<file path="src/drive_psm_pkg.sv">
/*
 Package for the drive power state machine: register offsets, field
 positions, reset values, option codes, state encodings and carrier types.
 Assumes a single APB clock domain; every offset is an index, shifted left by two for the byte address.
*/
package drive_psm_pkg;

    // Register indexes; byte address is four times the index
    localparam logic [15:0] IDX_COMMAND = 16'h6040;
    localparam logic [15:0] IDX_STATE = 16'h6041;
    localparam logic [15:0] IDX_QS_REACTION = 16'h605a;
    localparam logic [15:0] IDX_SD_REACTION = 16'h605b;
    localparam logic [15:0] IDX_MODE_REQ = 16'h6060;
    localparam logic [15:0] IDX_MODE_EFF = 16'h6061;
    localparam logic [15:0] IDX_IRQ_STATUS = 16'h7000;
    localparam logic [15:0] IDX_IRQ_MASK = 16'h7001;

    // Command word bit positions
    localparam int CMD_SWITCH_ON = 0;
    localparam int CMD_ENABLE_VOLT = 1;
    localparam int CMD_QUICK_STOP_N = 2;
    localparam int CMD_ENABLE_OP = 3;
    localparam int CMD_FAULT_RESET = 7;

    // Reset values
    localparam logic [15:0] COMMAND_RESET = 16'h0000;
    localparam logic [15:0] QS_REACTION_RESET = 16'h0002;
    localparam logic [15:0] SD_REACTION_RESET = 16'h0001;
    localparam logic [7:0] MODE_RESET = 8'h00;

    // Reaction option codes
    localparam logic [15:0] OPT_COAST = 16'h0000;
    localparam logic [15:0] OPT_SLOW_RAMP = 16'h0001;
    localparam logic [15:0] OPT_QS_RAMP = 16'h0002;
    localparam logic [15:0] OPT_SLOW_HOLD = 16'h0005;
    localparam logic [15:0] OPT_QS_HOLD = 16'h0006;

    // Ramp and self-test lengths in clock cycles
    localparam int SLOW_RAMP_CYCLES = 64;
    localparam int QS_RAMP_CYCLES = 16;
    localparam int SELFTEST_CYCLES = 8;

    // Interrupt status bits
    localparam int IRQ_STATE_CHANGE = 0;
    localparam int IRQ_FATAL = 1;
    localparam int IRQ_LIMIT = 2;
    localparam int IRQ_WIDTH = 3;

    // State word encodings, bits 6,5,3,2,1,0 significant
    localparam logic [15:0] SW_NOT_READY = 16'h0000;
    localparam logic [15:0] SW_DISABLED = 16'h0040;
    localparam logic [15:0] SW_READY = 16'h0021;
    localparam logic [15:0] SW_SWITCHED_ON = 16'h0023;
    localparam logic [15:0] SW_OP_ENABLED = 16'h0027;
    localparam logic [15:0] SW_QUICK_STOP = 16'h0007;
    localparam logic [15:0] SW_FAULT_REACT = 16'h000f;
    localparam logic [15:0] SW_FAULT = 16'h0008;

    typedef enum logic [3:0] {
        ST_SELFTEST = 4'h0,
        ST_NOT_READY = 4'h1,
        ST_DISABLED = 4'h2,
        ST_READY = 4'h3,
        ST_SWITCHED_ON = 4'h4,
        ST_OP_ENABLED = 4'h5,
        ST_QUICK_STOP = 4'h6,
        ST_FAULT_REACT = 4'h7,
        ST_FAULT = 4'h8
    } power_state_t;

    // Drive-stage outputs grouped for the motor control side
    typedef struct packed {
        logic energized;
        logic braking;
        logic quick_ramp;
    } stage_ctrl_t;

endpackage

</file>
<file path="src/drive_power_state_machine.sv">
/*
 Power state machine of a motor drive with an APB register slave.
 Assumes the limit switch, fault and fatal inputs are asynchronous pins,
 and that ramp completion is modelled by a fixed cycle count.
*/
// Added by the designer: the APB interface to the registers.
`timescale 1ns/1ps
module drive_power_state_machine
    import drive_psm_pkg::*;
(
    // APB slave
    input wire logic pclk,
    input wire logic presetn,
    input wire logic psel,
    input wire logic penable,
    input wire logic pwrite,
    input wire logic [31:0] paddr,
    input wire logic [31:0] pwdata,
    output logic [31:0] prdata,
    output logic pready,
    output logic pslverr,
    // Drive pins
    input wire logic limit_switch,
    input wire logic fault_event,
    input wire logic fatal_error,
    // Drive stage and interrupt
    output stage_ctrl_t stage,
    output logic irq
);

    ////////////////////////////////////////////////////////////////////
    // Pin synchronisers
    logic [2:0] sync1;
    logic [2:0] sync2;

    always_ff @(posedge pclk or negedge presetn) begin
        if (!presetn) begin
            sync1 <= 3'h0;
            sync2 <= 3'h0;
        end else begin
            sync1 <= {fatal_error, fault_event, limit_switch};
            sync2 <= sync1;
        end
    end

    wire limit_s = sync2[0];
    wire fault_s = sync2[1];
    wire fatal_s = sync2[2];

    ////////////////////////////////////////////////////////////////////
    // Register access decode
    function automatic logic hit(input logic [31:0] addr, input logic [15:0] idx);
        hit = (addr == {14'h0, idx, 2'b00});
    endfunction

    logic [15:0] command;
    logic [15:0] qs_reaction;
    logic [15:0] sd_reaction;
    logic [7:0] mode_req;
    logic [7:0] mode_eff;
    logic [IRQ_WIDTH-1:0] irq_status;
    logic [IRQ_WIDTH-1:0] irq_mask;
    logic [15:0] state_word;

    wire access = psel && penable;
    wire wr = access && pwrite;
    wire hit_cmd = hit(paddr, IDX_COMMAND);
    wire hit_st = hit(paddr, IDX_STATE);
    wire hit_qs = hit(paddr, IDX_QS_REACTION);
    wire hit_sd = hit(paddr, IDX_SD_REACTION);
    wire hit_mr = hit(paddr, IDX_MODE_REQ);
    wire hit_me = hit(paddr, IDX_MODE_EFF);
    wire hit_is = hit(paddr, IDX_IRQ_STATUS);
    wire hit_im = hit(paddr, IDX_IRQ_MASK);
    wire mapped = hit_cmd | hit_st | hit_qs | hit_sd | hit_mr | hit_me | hit_is | hit_im;
    // Reserved reaction codes and writes to read-only words are refused
    wire qs_code_ok = (pwdata[15:0] == OPT_COAST) || (pwdata[15:0] == OPT_SLOW_RAMP)
        || (pwdata[15:0] == OPT_QS_RAMP) || (pwdata[15:0] == OPT_SLOW_HOLD)
        || (pwdata[15:0] == OPT_QS_HOLD);
    wire sd_code_ok = (pwdata[15:0] == OPT_COAST) || (pwdata[15:0] == OPT_SLOW_RAMP);
    wire bad_write = pwrite && ((hit_qs && !qs_code_ok) || (hit_sd && !sd_code_ok)
        || hit_st || hit_me);
    wire err = !mapped || bad_write;

    assign pready = 1'b1;
    assign pslverr = access && err;

    wire [31:0] read_mux =
        hit_cmd ? {16'h0000, command} :
        hit_st ? {16'h0000, state_word} :
        hit_qs ? {16'h0000, qs_reaction} :
        hit_sd ? {16'h0000, sd_reaction} :
        hit_mr ? {24'h000000, mode_req} :
        hit_me ? {24'h000000, mode_eff} :
        hit_is ? {29'h0, irq_status} :
        hit_im ? {29'h0, irq_mask} : 32'h00000000;

    always_ff @(posedge pclk or negedge presetn) begin
        if (!presetn) begin
            prdata <= 32'h00000000;
        end else if (psel && !penable && !pwrite) begin
            prdata <= read_mux;
        end
    end

    wire cmd_write = wr && !err && hit_cmd;

    always_ff @(posedge pclk or negedge presetn) begin
        if (!presetn) begin
            command <= COMMAND_RESET;
            qs_reaction <= QS_REACTION_RESET;
            sd_reaction <= SD_REACTION_RESET;
            mode_req <= MODE_RESET;
            irq_mask <= '0;
        end else if (wr && !err) begin
            if (hit_cmd) command <= pwdata[15:0];
            if (hit_qs) qs_reaction <= pwdata[15:0];
            if (hit_sd) sd_reaction <= pwdata[15:0];
            if (hit_mr) mode_req <= pwdata[7:0];
            if (hit_im) irq_mask <= pwdata[IRQ_WIDTH-1:0];
        end
    end

    ////////////////////////////////////////////////////////////////////
    // Command decode on bits 7,3,2,1,0 with don't-care bits ignored
    wire [4:0] cbits = {command[CMD_FAULT_RESET], command[CMD_ENABLE_OP],
        command[CMD_QUICK_STOP_N], command[CMD_ENABLE_VOLT], command[CMD_SWITCH_ON]};
    wire c_shutdown = (cbits[4] == 1'b0) && (cbits[2:0] == 3'b110);
    wire c_switch_on = (cbits == 5'b00111);
    wire c_enable_op = (cbits == 5'b01111);
    wire c_disable_v = (cbits[4] == 1'b0) && (cbits[1] == 1'b0);
    wire c_quick_stop = (cbits[4] == 1'b0) && (cbits[2:1] == 2'b01);

    // Edge detection of fault reset and enable operation bits
    logic prev_reset_bit;
    logic prev_enop_bit;
    always_ff @(posedge pclk or negedge presetn) begin
        if (!presetn) begin
            prev_reset_bit <= 1'b0;
            prev_enop_bit <= 1'b0;
        end else begin
            prev_reset_bit <= command[CMD_FAULT_RESET];
            prev_enop_bit <= command[CMD_ENABLE_OP];
        end
    end
    wire reset_rise = command[CMD_FAULT_RESET] && !prev_reset_bit;
    wire enop_rise = command[CMD_ENABLE_OP] && !prev_enop_bit
        && (cbits[4] == 1'b0) && (cbits[1:0] == 2'b11);

    ////////////////////////////////////////////////////////////////////
    // State machine with halt reactions
    power_state_t state;
    power_state_t next_state;
    logic [7:0] ramp;
    logic [7:0] next_ramp;
    logic ramping;
    logic next_ramping;
    logic quick;
    logic next_quick;
    logic limit_prev;

    wire ramp_done = ramping && (ramp == 8'h00);
    wire limit_rise = limit_s && !limit_prev;
    wire [15:0] qs_opt = qs_reaction;
    wire qs_hold = (qs_opt == OPT_SLOW_HOLD) || (qs_opt == OPT_QS_HOLD);
    wire qs_fast = (qs_opt == OPT_QS_RAMP) || (qs_opt == OPT_QS_HOLD);

    always_comb begin
        next_state = state;
        next_ramp = (ramping && ramp != 8'h00) ? ramp - 8'h01 : ramp;
        next_ramping = ramping && (ramp != 8'h00);
        next_quick = quick;
        if (fatal_s && state != ST_SELFTEST) begin
            next_state = ST_NOT_READY;
            next_ramping = 1'b0;
        end else if (fault_s && state != ST_SELFTEST && state != ST_NOT_READY
                && state != ST_FAULT && state != ST_FAULT_REACT) begin
            next_state = ST_FAULT_REACT;
            next_ramping = 1'b0;
        end else begin
            case (state)
                ST_SELFTEST: begin
                    if (ramp == 8'h00) next_state = ST_DISABLED;
                end
                ST_NOT_READY: next_state = ST_NOT_READY;
                ST_DISABLED: begin
                    if (c_shutdown) next_state = ST_READY;
                end
                ST_READY: begin
                    if (c_disable_v) next_state = ST_DISABLED;
                    else if (c_quick_stop) next_state = ST_DISABLED;
                    else if (c_switch_on) next_state = ST_SWITCHED_ON;
                end
                ST_SWITCHED_ON: begin
                    if (c_disable_v || c_quick_stop) next_state = ST_DISABLED;
                    else if (c_shutdown) next_state = ST_READY;
                    else if (c_enable_op) next_state = ST_OP_ENABLED;
                end
                ST_OP_ENABLED: begin
                    if (c_disable_v) begin
                        next_state = ST_DISABLED;
                    end else if (c_quick_stop || limit_rise) begin
                        // Quick stop reaction
                        next_state = ST_QUICK_STOP;
                        next_quick = 1'b1;
                        next_ramping = (qs_opt != OPT_COAST);
                        next_ramp = qs_fast ? 8'(QS_RAMP_CYCLES) : 8'(SLOW_RAMP_CYCLES);
                    end else if (c_shutdown) begin
                        // Shutdown reaction
                        next_state = ST_READY;
                        next_quick = 1'b0;
                        next_ramping = (sd_reaction == OPT_SLOW_RAMP);
                        next_ramp = 8'(SLOW_RAMP_CYCLES);
                    end else if (c_switch_on) begin
                        next_state = ST_SWITCHED_ON;
                    end
                end
                ST_QUICK_STOP: begin
                    if (c_disable_v) begin
                        next_state = ST_DISABLED;
                        next_ramping = 1'b0;
                    end else if (!ramping && !qs_hold) begin
                        next_state = ST_DISABLED;
                    end else if (ramp_done && !qs_hold) begin
                        next_state = ST_DISABLED;
                    end else if (!ramping && qs_hold && enop_rise) begin
                        next_state = ST_OP_ENABLED;
                    end
                end
                ST_FAULT_REACT: next_state = ST_FAULT;
                ST_FAULT: begin
                    if (reset_rise) next_state = ST_DISABLED;
                end
                default: next_state = ST_NOT_READY;
            endcase
        end
    end

    always_ff @(posedge pclk or negedge presetn) begin
        if (!presetn) begin
            state <= ST_SELFTEST;
            ramp <= 8'(SELFTEST_CYCLES);
            ramping <= 1'b0;
            quick <= 1'b0;
            limit_prev <= 1'b0;
        end else begin
            state <= next_state;
            ramp <= (state == ST_SELFTEST && ramp != 8'h00) ? ramp - 8'h01 : next_ramp;
            ramping <= next_ramping;
            quick <= next_quick;
            limit_prev <= limit_s;
        end
    end

    // Mode takes effect one clock after the request register; mode-specific loops sit outside this block
    always_ff @(posedge pclk or negedge presetn) begin
        if (!presetn) begin
            mode_eff <= MODE_RESET;
        end else begin
            mode_eff <= mode_req;
        end
    end

    ////////////////////////////////////////////////////////////////////
    // State word and drive stage
    function automatic logic [15:0] encode(input power_state_t s);
        case (s)
            ST_DISABLED: encode = SW_DISABLED;
            ST_READY: encode = SW_READY;
            ST_SWITCHED_ON: encode = SW_SWITCHED_ON;
            ST_OP_ENABLED: encode = SW_OP_ENABLED;
            ST_QUICK_STOP: encode = SW_QUICK_STOP;
            ST_FAULT_REACT: encode = SW_FAULT_REACT;
            ST_FAULT: encode = SW_FAULT;
            default: encode = SW_NOT_READY;
        endcase
    endfunction

    assign state_word = encode(state);

    // Ramps keep the stage energised until braking is done
    always_ff @(posedge pclk or negedge presetn) begin
        if (!presetn) begin
            stage <= '0;
        end else begin
            stage.energized <= (next_state == ST_OP_ENABLED) || next_ramping
                || (next_state == ST_QUICK_STOP && qs_hold);
            stage.braking <= next_ramping;
            stage.quick_ramp <= next_ramping && next_quick && qs_fast;
        end
    end

    ////////////////////////////////////////////////////////////////////
    // Interrupts: set wins over write-one-to-clear
    wire [IRQ_WIDTH-1:0] irq_set = {limit_rise, fatal_s && state != ST_NOT_READY,
        next_state != state};
    wire [IRQ_WIDTH-1:0] irq_clr = (wr && !err && hit_is) ? pwdata[IRQ_WIDTH-1:0] : '0;

    always_ff @(posedge pclk or negedge presetn) begin
        if (!presetn) begin
            irq_status <= '0;
        end else begin
            irq_status <= (irq_status & ~irq_clr) | irq_set;
        end
    end

    assign irq = |(irq_status & irq_mask);

    ////////////////////////////////////////////////////////////////////
    // Assertions
    AST_NOT_READY_STICKS: assert property (@(posedge pclk) disable iff (!presetn)
        state == ST_NOT_READY |=> state == ST_NOT_READY)
        else $error("left not-ready state");
    AST_SELFTEST_EXIT: assert property (@(posedge pclk) disable iff (!presetn)
        $past(state) == ST_SELFTEST && state != ST_SELFTEST && !$past(fatal_s)
        |-> state == ST_DISABLED)
        else $error("self-test did not end in switch-on-disabled");
    AST_SHUTDOWN_DECODE: assert property (@(posedge pclk) disable iff (!presetn)
        state == ST_DISABLED && c_shutdown && !fatal_s && !fault_s
        |=> state == ST_READY)
        else $error("shutdown not decoded");
    AST_ENABLE_OP: assert property (@(posedge pclk) disable iff (!presetn)
        state == ST_SWITCHED_ON && cbits == 5'b01111 && !fatal_s && !fault_s
        |=> state == ST_OP_ENABLED)
        else $error("enable operation not decoded");
    AST_DISABLE_VOLT: assert property (@(posedge pclk) disable iff (!presetn)
        state == ST_READY && cbits[4] == 1'b0 && cbits[1] == 1'b0 && !fatal_s && !fault_s
        |=> state == ST_DISABLED)
        else $error("disable voltage not decoded");
    AST_FAULT_EDGE: assert property (@(posedge pclk) disable iff (!presetn)
        state == ST_FAULT && !reset_rise && !fatal_s |=> state == ST_FAULT)
        else $error("fault left without rising reset edge");
    AST_STATE_WORD: assert property (@(posedge pclk) disable iff (!presetn)
        state == ST_OP_ENABLED |-> (state_word & 16'h006f) == SW_OP_ENABLED)
        else $error("state word encoding wrong");
    AST_QS_COAST: assert property (@(posedge pclk) disable iff (!presetn)
        state == ST_OP_ENABLED && c_quick_stop && !c_disable_v && qs_opt == OPT_COAST
        && !fatal_s && !fault_s |=> !stage.energized ##1 state == ST_DISABLED)
        else $error("quick stop code 0 did not coast");
    AST_QS_HOLD: assert property (@(posedge pclk) disable iff (!presetn)
        state == ST_QUICK_STOP && qs_hold && !c_disable_v && !enop_rise && !fatal_s
        && !fault_s |=> state == ST_QUICK_STOP)
        else $error("quick stop hold not kept");
    AST_MODE_EFFECT: assert property (@(posedge pclk) disable iff (!presetn)
        wr && !err && hit_mr |-> ##2 mode_eff == $past(pwdata[7:0], 2))
        else $error("mode request not taken over");
    AST_COMMAND_TAKEN: assert property (@(posedge pclk) disable iff (!presetn)
        cmd_write |=> command == $past(pwdata[15:0]))
        else $error("command word write not taken");
    AST_STATE_CHANGE_FLAG: assert property (@(posedge pclk) disable iff (!presetn)
        state != $past(state) |-> irq_status[IRQ_STATE_CHANGE])
        else $error("state change flag not set");

    COV_REACH_OP: cover property (@(posedge pclk) disable iff (!presetn)
        state == ST_SWITCHED_ON ##1 state == ST_OP_ENABLED);
    COV_QS_RETURN: cover property (@(posedge pclk) disable iff (!presetn)
        state == ST_QUICK_STOP ##1 state == ST_OP_ENABLED);
    COV_FAULT_RESET: cover property (@(posedge pclk) disable iff (!presetn)
        state == ST_FAULT ##1 state == ST_DISABLED);
    COV_FATAL: cover property (@(posedge pclk) disable iff (!presetn)
        state == ST_NOT_READY);

endmodule

</file>
<file path="config.mk">
export PLATFORM = sky130hd
export DESIGN_NAME = drive_power_state_machine
export DESIGN_NICKNAME = d
export VERILOG_FILES = /design/src/drive_psm_pkg.sv /design/src/drive_power_state_machine.sv
export SDC_FILE = /design/constraint.sdc
export NUM_CORES = 1
export LEC_CHECK = 0
export ABC_AREA = 1
export BUFFER_PORTS_ARGS = -buffer_cell sky130_fd_sc_hd__buf_4
export CORE_ASPECT_RATIO = 0.6
export CORE_UTILIZATION = 23
export CTS_CLUSTER_SIZE = 24
export DETAILED_ROUTE_END_ITERATION = 12
export PLACE_DENSITY = 0.46
export SKIP_CTS_REPAIR_TIMING = 1
export SLEW_MARGIN = 25
export SYNTH_ARGS = -nofsm -noshare
export SYNTH_HDL_FRONTEND = slang
export SYNTH_SLANG_ARGS = --single-unit
</file>
<file path="constraint.sdc">
create_clock -name pclk -period 2.4 [get_ports pclk]
set_input_delay 0.12 -clock pclk [delete_from_list [all_inputs] [get_ports pclk]]
set_output_delay 0.12 -clock pclk [all_outputs]
set_load 0.02 [all_outputs]
</file>
==> impl_metrics.env <==
export IMPL_worst_path_buf_inv=1
export IMPL_finish_instance_area_mm2=0.00776
export IMPL_cp_data_arrival_time_ns=2.48
export IMPL_seq_power_share=0.442
export IMPL_synthesis_area_per_instance_um2=7.06
export IMPL_clk_root_buffer_cell="sky130_fd_sc_hd__clkbuf_16"
export IMPL_ir_drop_mv=0.252
export IMPL_report_final_hold_viol_count=2
export IMPL_dieArea_mm2=0.0275
export IMPL_cts_sinks=111
export IMPL_synth_cell_area_mm2=0.00617
export IMPL_area_inside_the_core_boundary_mm2=0.0258
export IMPL_worst_setup_path_type="flop to flop"
export IMPL_cap_violations=0
export IMPL_yosys_area_top_type="sky130_fd_sc_hd__dfrtp_1"
export IMPL_post_dp_cell_area_mm2=0.00727
export IMPL_dp_final_hpwl_um=14900
export IMPL_synth_largest_type_area_fraction=0.438
export IMPL_synth_seq_area_share=0.451
export IMPL_path_cells="inv_1, nor2_1, nand3_1, nand2_1, nor2_1, nor2_1, nand2_1, nor2_1, and2_1, nand3_1, nand2_1, nand3_1, nand2_1"
export IMPL_postSynthRegisterBits=111
export IMPL_tritoncts="done"
export IMPL_r2r_end="stage[2]"
export IMPL_worstHoldStart="pwdata[9]"
export IMPL_detail_route_vias_per_cell=4.27
export IMPL_hold_ws_ns=-0.0237
export IMPL_synth_distinct_cells=41
export IMPL_power_share_combinational=0.170
export IMPL_initial_core_utilization=0.239
export IMPL_critical_path_max_stage_delay_ns=0.39
export IMPL_grt_antenna_before_repair=0
export IMPL_globalRoute_totalOverflow=0
export IMPL_critical_path_slowest_cell="sky130_fd_sc_hd__dfrtp_1"
export IMPL_cts_buffers=9
export IMPL_clock_tree_buffer_depth=2
export IMPL_setup_worst_path_start_class="flop"
export IMPL_achievable_frequency_ghz=0.459
export IMPL_synth_edff_count=0
export IMPL_holdPathEnd="command[9]"
export IMPL_number_of_global_route_vias_before_repair=5482
export IMPL_placer_congestion=0.893
export IMPL_detailedRoute_firstPassIterationCount=6
export IMPL_regToRegStartpoint="state[2]"
export IMPL_synth_ff_type="sky130_fd_sc_hd__dfrtp_1"
export IMPL_worst_r2r_path_depth=13
export IMPL_power_density_mw_per_mm2=566
export IMPL_switching_power_w=0.00125
export IMPL_post_synth_most_frequent_cells="286 x sky130_fd_sc_hd__nand2_1, 128 x sky130_fd_sc_hd__nor2_1, 125 x sky130_fd_sc_hd__inv_1, 108 x sky130_fd_sc_hd__dfrtp_1, 58 x sky130_fd_sc_hd__nand3_1"
export IMPL_rows=45
export IMPL_async_flop_share=1.00
export IMPL_setup_tns_ns=0
export IMPL_yosys_cell_count_top_type="sky130_fd_sc_hd__nand2_1"
export IMPL_grt_pass1_wl_um=30800
export IMPL_worst_endpoint_required_ns=2.70
export IMPL_floorplan_die_width_um=213
export IMPL_clock_power_share=0.388
export IMPL_cp_top_family="simple AND/OR/NAND/NOR gates"
export IMPL_setup_violations_final=0
export IMPL_power_static_leakage_nw=4.23
export IMPL_min_period_ns=2.18
export IMPL_avgRoutedWirePerCell_um=14.3
export IMPL_die_height_um=129
export IMPL_io_buffers=76
export IMPL_period_share=0.908
export IMPL_num_vias=5727
export IMPL_clkLatencyLatePin_ns=0.37
export IMPL_timing_hold_worst_class="input pin to flop"
export IMPL_routed_wire_length_um=19300
export IMPL_netlist_instances=873
export IMPL_post_route_drc=0
export IMPL_crit_end_element="flop"
export IMPL_min_delay_path_depth=3
export IMPL_post_layout_total_power_w=0.00440
export IMPL_fin_worst_skew_ns=0.0130
export IMPL_status="complete, but fails checks"
export IMPL_drt_iter0_markers=484
export IMPL_violations="negative hold slack"
export IMPL_final_core_utilization=0.301
export IMPL_diodes=0
export IMPL_post_synth_main_area_contributors="sky130_fd_sc_hd__dfrtp_1 44%, sky130_fd_sc_hd__nand2_1 17%, sky130_fd_sc_hd__nor2_1 7.8%"
export IMPL_gr_usage_all_layers=0.148
export IMPL_antenna_left=0
export IMPL_netSwitchingFraction=0.285
export IMPL_flow_area_growth_from_synthesis_pct=25.9
export IMPL_yosys_warnings=0
export IMPL_cell_internal_pwr_w=0.00314
export IMPL_post_route_cells_drive_above_1_share=0.147
export IMPL_number_of_logic_stages_on_the_critical_path_including_buffering=13
export IMPL_clkTransAtPathRegs_ns=0.08
export IMPL_grt_max_degree=46
export IMPL_drv_slew=0
export IMPL_htree_levels=3
export IMPL_rsz0062_at_grt="no"
export IMPL_slew_headroom=0.454
export IMPL_io_pins=110
export IMPL_worstMarginPinSlew_ns=0.818
export IMPL_total_nets_final=1058
export IMPL_ff2ff_setup_slack_ns=0.22
export IMPL_crit_path_max_fo=4
[power by group through the flow]
stage                     Clock, W  Sequential, W  Combinational [W]
after floorplan                  0        0.00197           0.000429
after global placement           0        0.00198           0.000723
after detailed placement         0        0.00198           0.000714
after CTS                  0.00177        0.00194           0.000717
after global routing       0.00182        0.00195           0.000850
final                      0.00171        0.00194           0.000746
[logic make-up after synthesis]
| group | Yosys count | share of synthesized area |
|---|---|---|
| AO/OA/AOI/OAI | 61 | 0.0613 |
| XOR/XNOR | 4 | 0.00568 |
| adder cells (fa/ha/maj) | 1 | 0.00203 |
| buffers and inverters | 161 | 0.112 |
| flip-flops | 111 | 0.451 |
| other | 2 | 0.00122 |
| AND/OR/NAND/NOR | 533 | 0.367 |
[worst max-delay path by stage]
| stage | endpoint | startpoint | slack, ns |
|---|---|---|---|
| after detailed placement | mode_req[3] | paddr[5] | 0.23 |
| final | stage[2] | state[2] | 0.22 |
| after floorplan | ramp[4] | state[1] | 0.61 |
| after global routing | pslverr | paddr[9] | 0.04 |
| after global placement | stage[2] | state[0] | 0.20 |
| after CTS | stage[2] | state[0] | 0.23 |
[state kept, by name (all words and copies together) (netlist names), 3 cells and up]
| name | flops |
|---|---|
| irq_status | 3 |
| command | 16 |
| mode_eff | 8 |
| sync2 | 3 |
| qs_opt | 16 |
| irq_mask | 3 |
| stage | 3 |
| sync1 | 3 |
| sd_reaction | 16 |
| mode_req | 8 |
| state | 4 |
| prdata | 16 |
| ramp | 8 |
[layout by cell type, fill, tap and decap left out, drive strengths merged, types with 3 or more instances in the layout]
cell type | netlist | final
nor3 | 18 | 18
nand2 | 289 | 289
nand4 | 24 | 24
o21ai | 27 | 27
dfrtp | 108 | 108
nand3b | 3 | 3
nor2 | 134 | 134
conb | 2 | 17
buf | 24 | 104
clkbuf | 9 | 11
dlygate4sd3 | 0 | 15
a221oi | 8 | 8
xor2 | 3 | 3
dfstp | 3 | 3
o211a | 3 | 3
a21oi | 14 | 14
nand3 | 60 | 60
inv | 128 | 130
[worst reg2reg max path: stages, from the launching register on]
cell and delay [ns]:
sky130_fd_sc_hd__dfrtp_1 0.39, sky130_fd_sc_hd__inv_1 0.09, sky130_fd_sc_hd__nor2_1 0.24, sky130_fd_sc_hd__nand3_1 0.14
sky130_fd_sc_hd__nand2_1 0.17, sky130_fd_sc_hd__nor2_1 0.07, sky130_fd_sc_hd__nor2_1 0.15, sky130_fd_sc_hd__nand2_1 0.08
sky130_fd_sc_hd__nor2_1 0.20, sky130_fd_sc_hd__and2_1 0.23, sky130_fd_sc_hd__nand3_1 0.13, sky130_fd_sc_hd__nand2_1 0.09
sky130_fd_sc_hd__nand3_1 0.06, sky130_fd_sc_hd__nand2_1 0.06
[layout make-up]
type	count	area, um2
multi-input combinational	616	2760
tap	352	440
inverter	128	480
clock inverter	5	88.8
fill	2865	18000
sequential	111	2780
clock buffer	11	243
timing repair buffer	119	968
[metal layers]
| metal | global-route usage | wire length [um] | vias up |
|---|---|---|---|
| met5 | 0 | 0 | - |
| met4 | 0.0328 | 178 | 0 |
| met3 | 0.0300 | 764 | 13 |
| met2 | 0.198 | 7310 | 104 |
| met1 | 0.237 | 11000 | 2693 |
| li1 | - | - | 2917 |
[per-stage QoR]
step / setup slack [ns] / instances
after floorplan: 0.608 / 888
after global placement: 0.195 / 1311
after detailed placement: 0.229 / 1311
after CTS: 0.226 / 1327
after global routing: 0.0400 / 1342
final: 0.222 / 1342
Note: power is estimated with default switching activity, not from simulation.
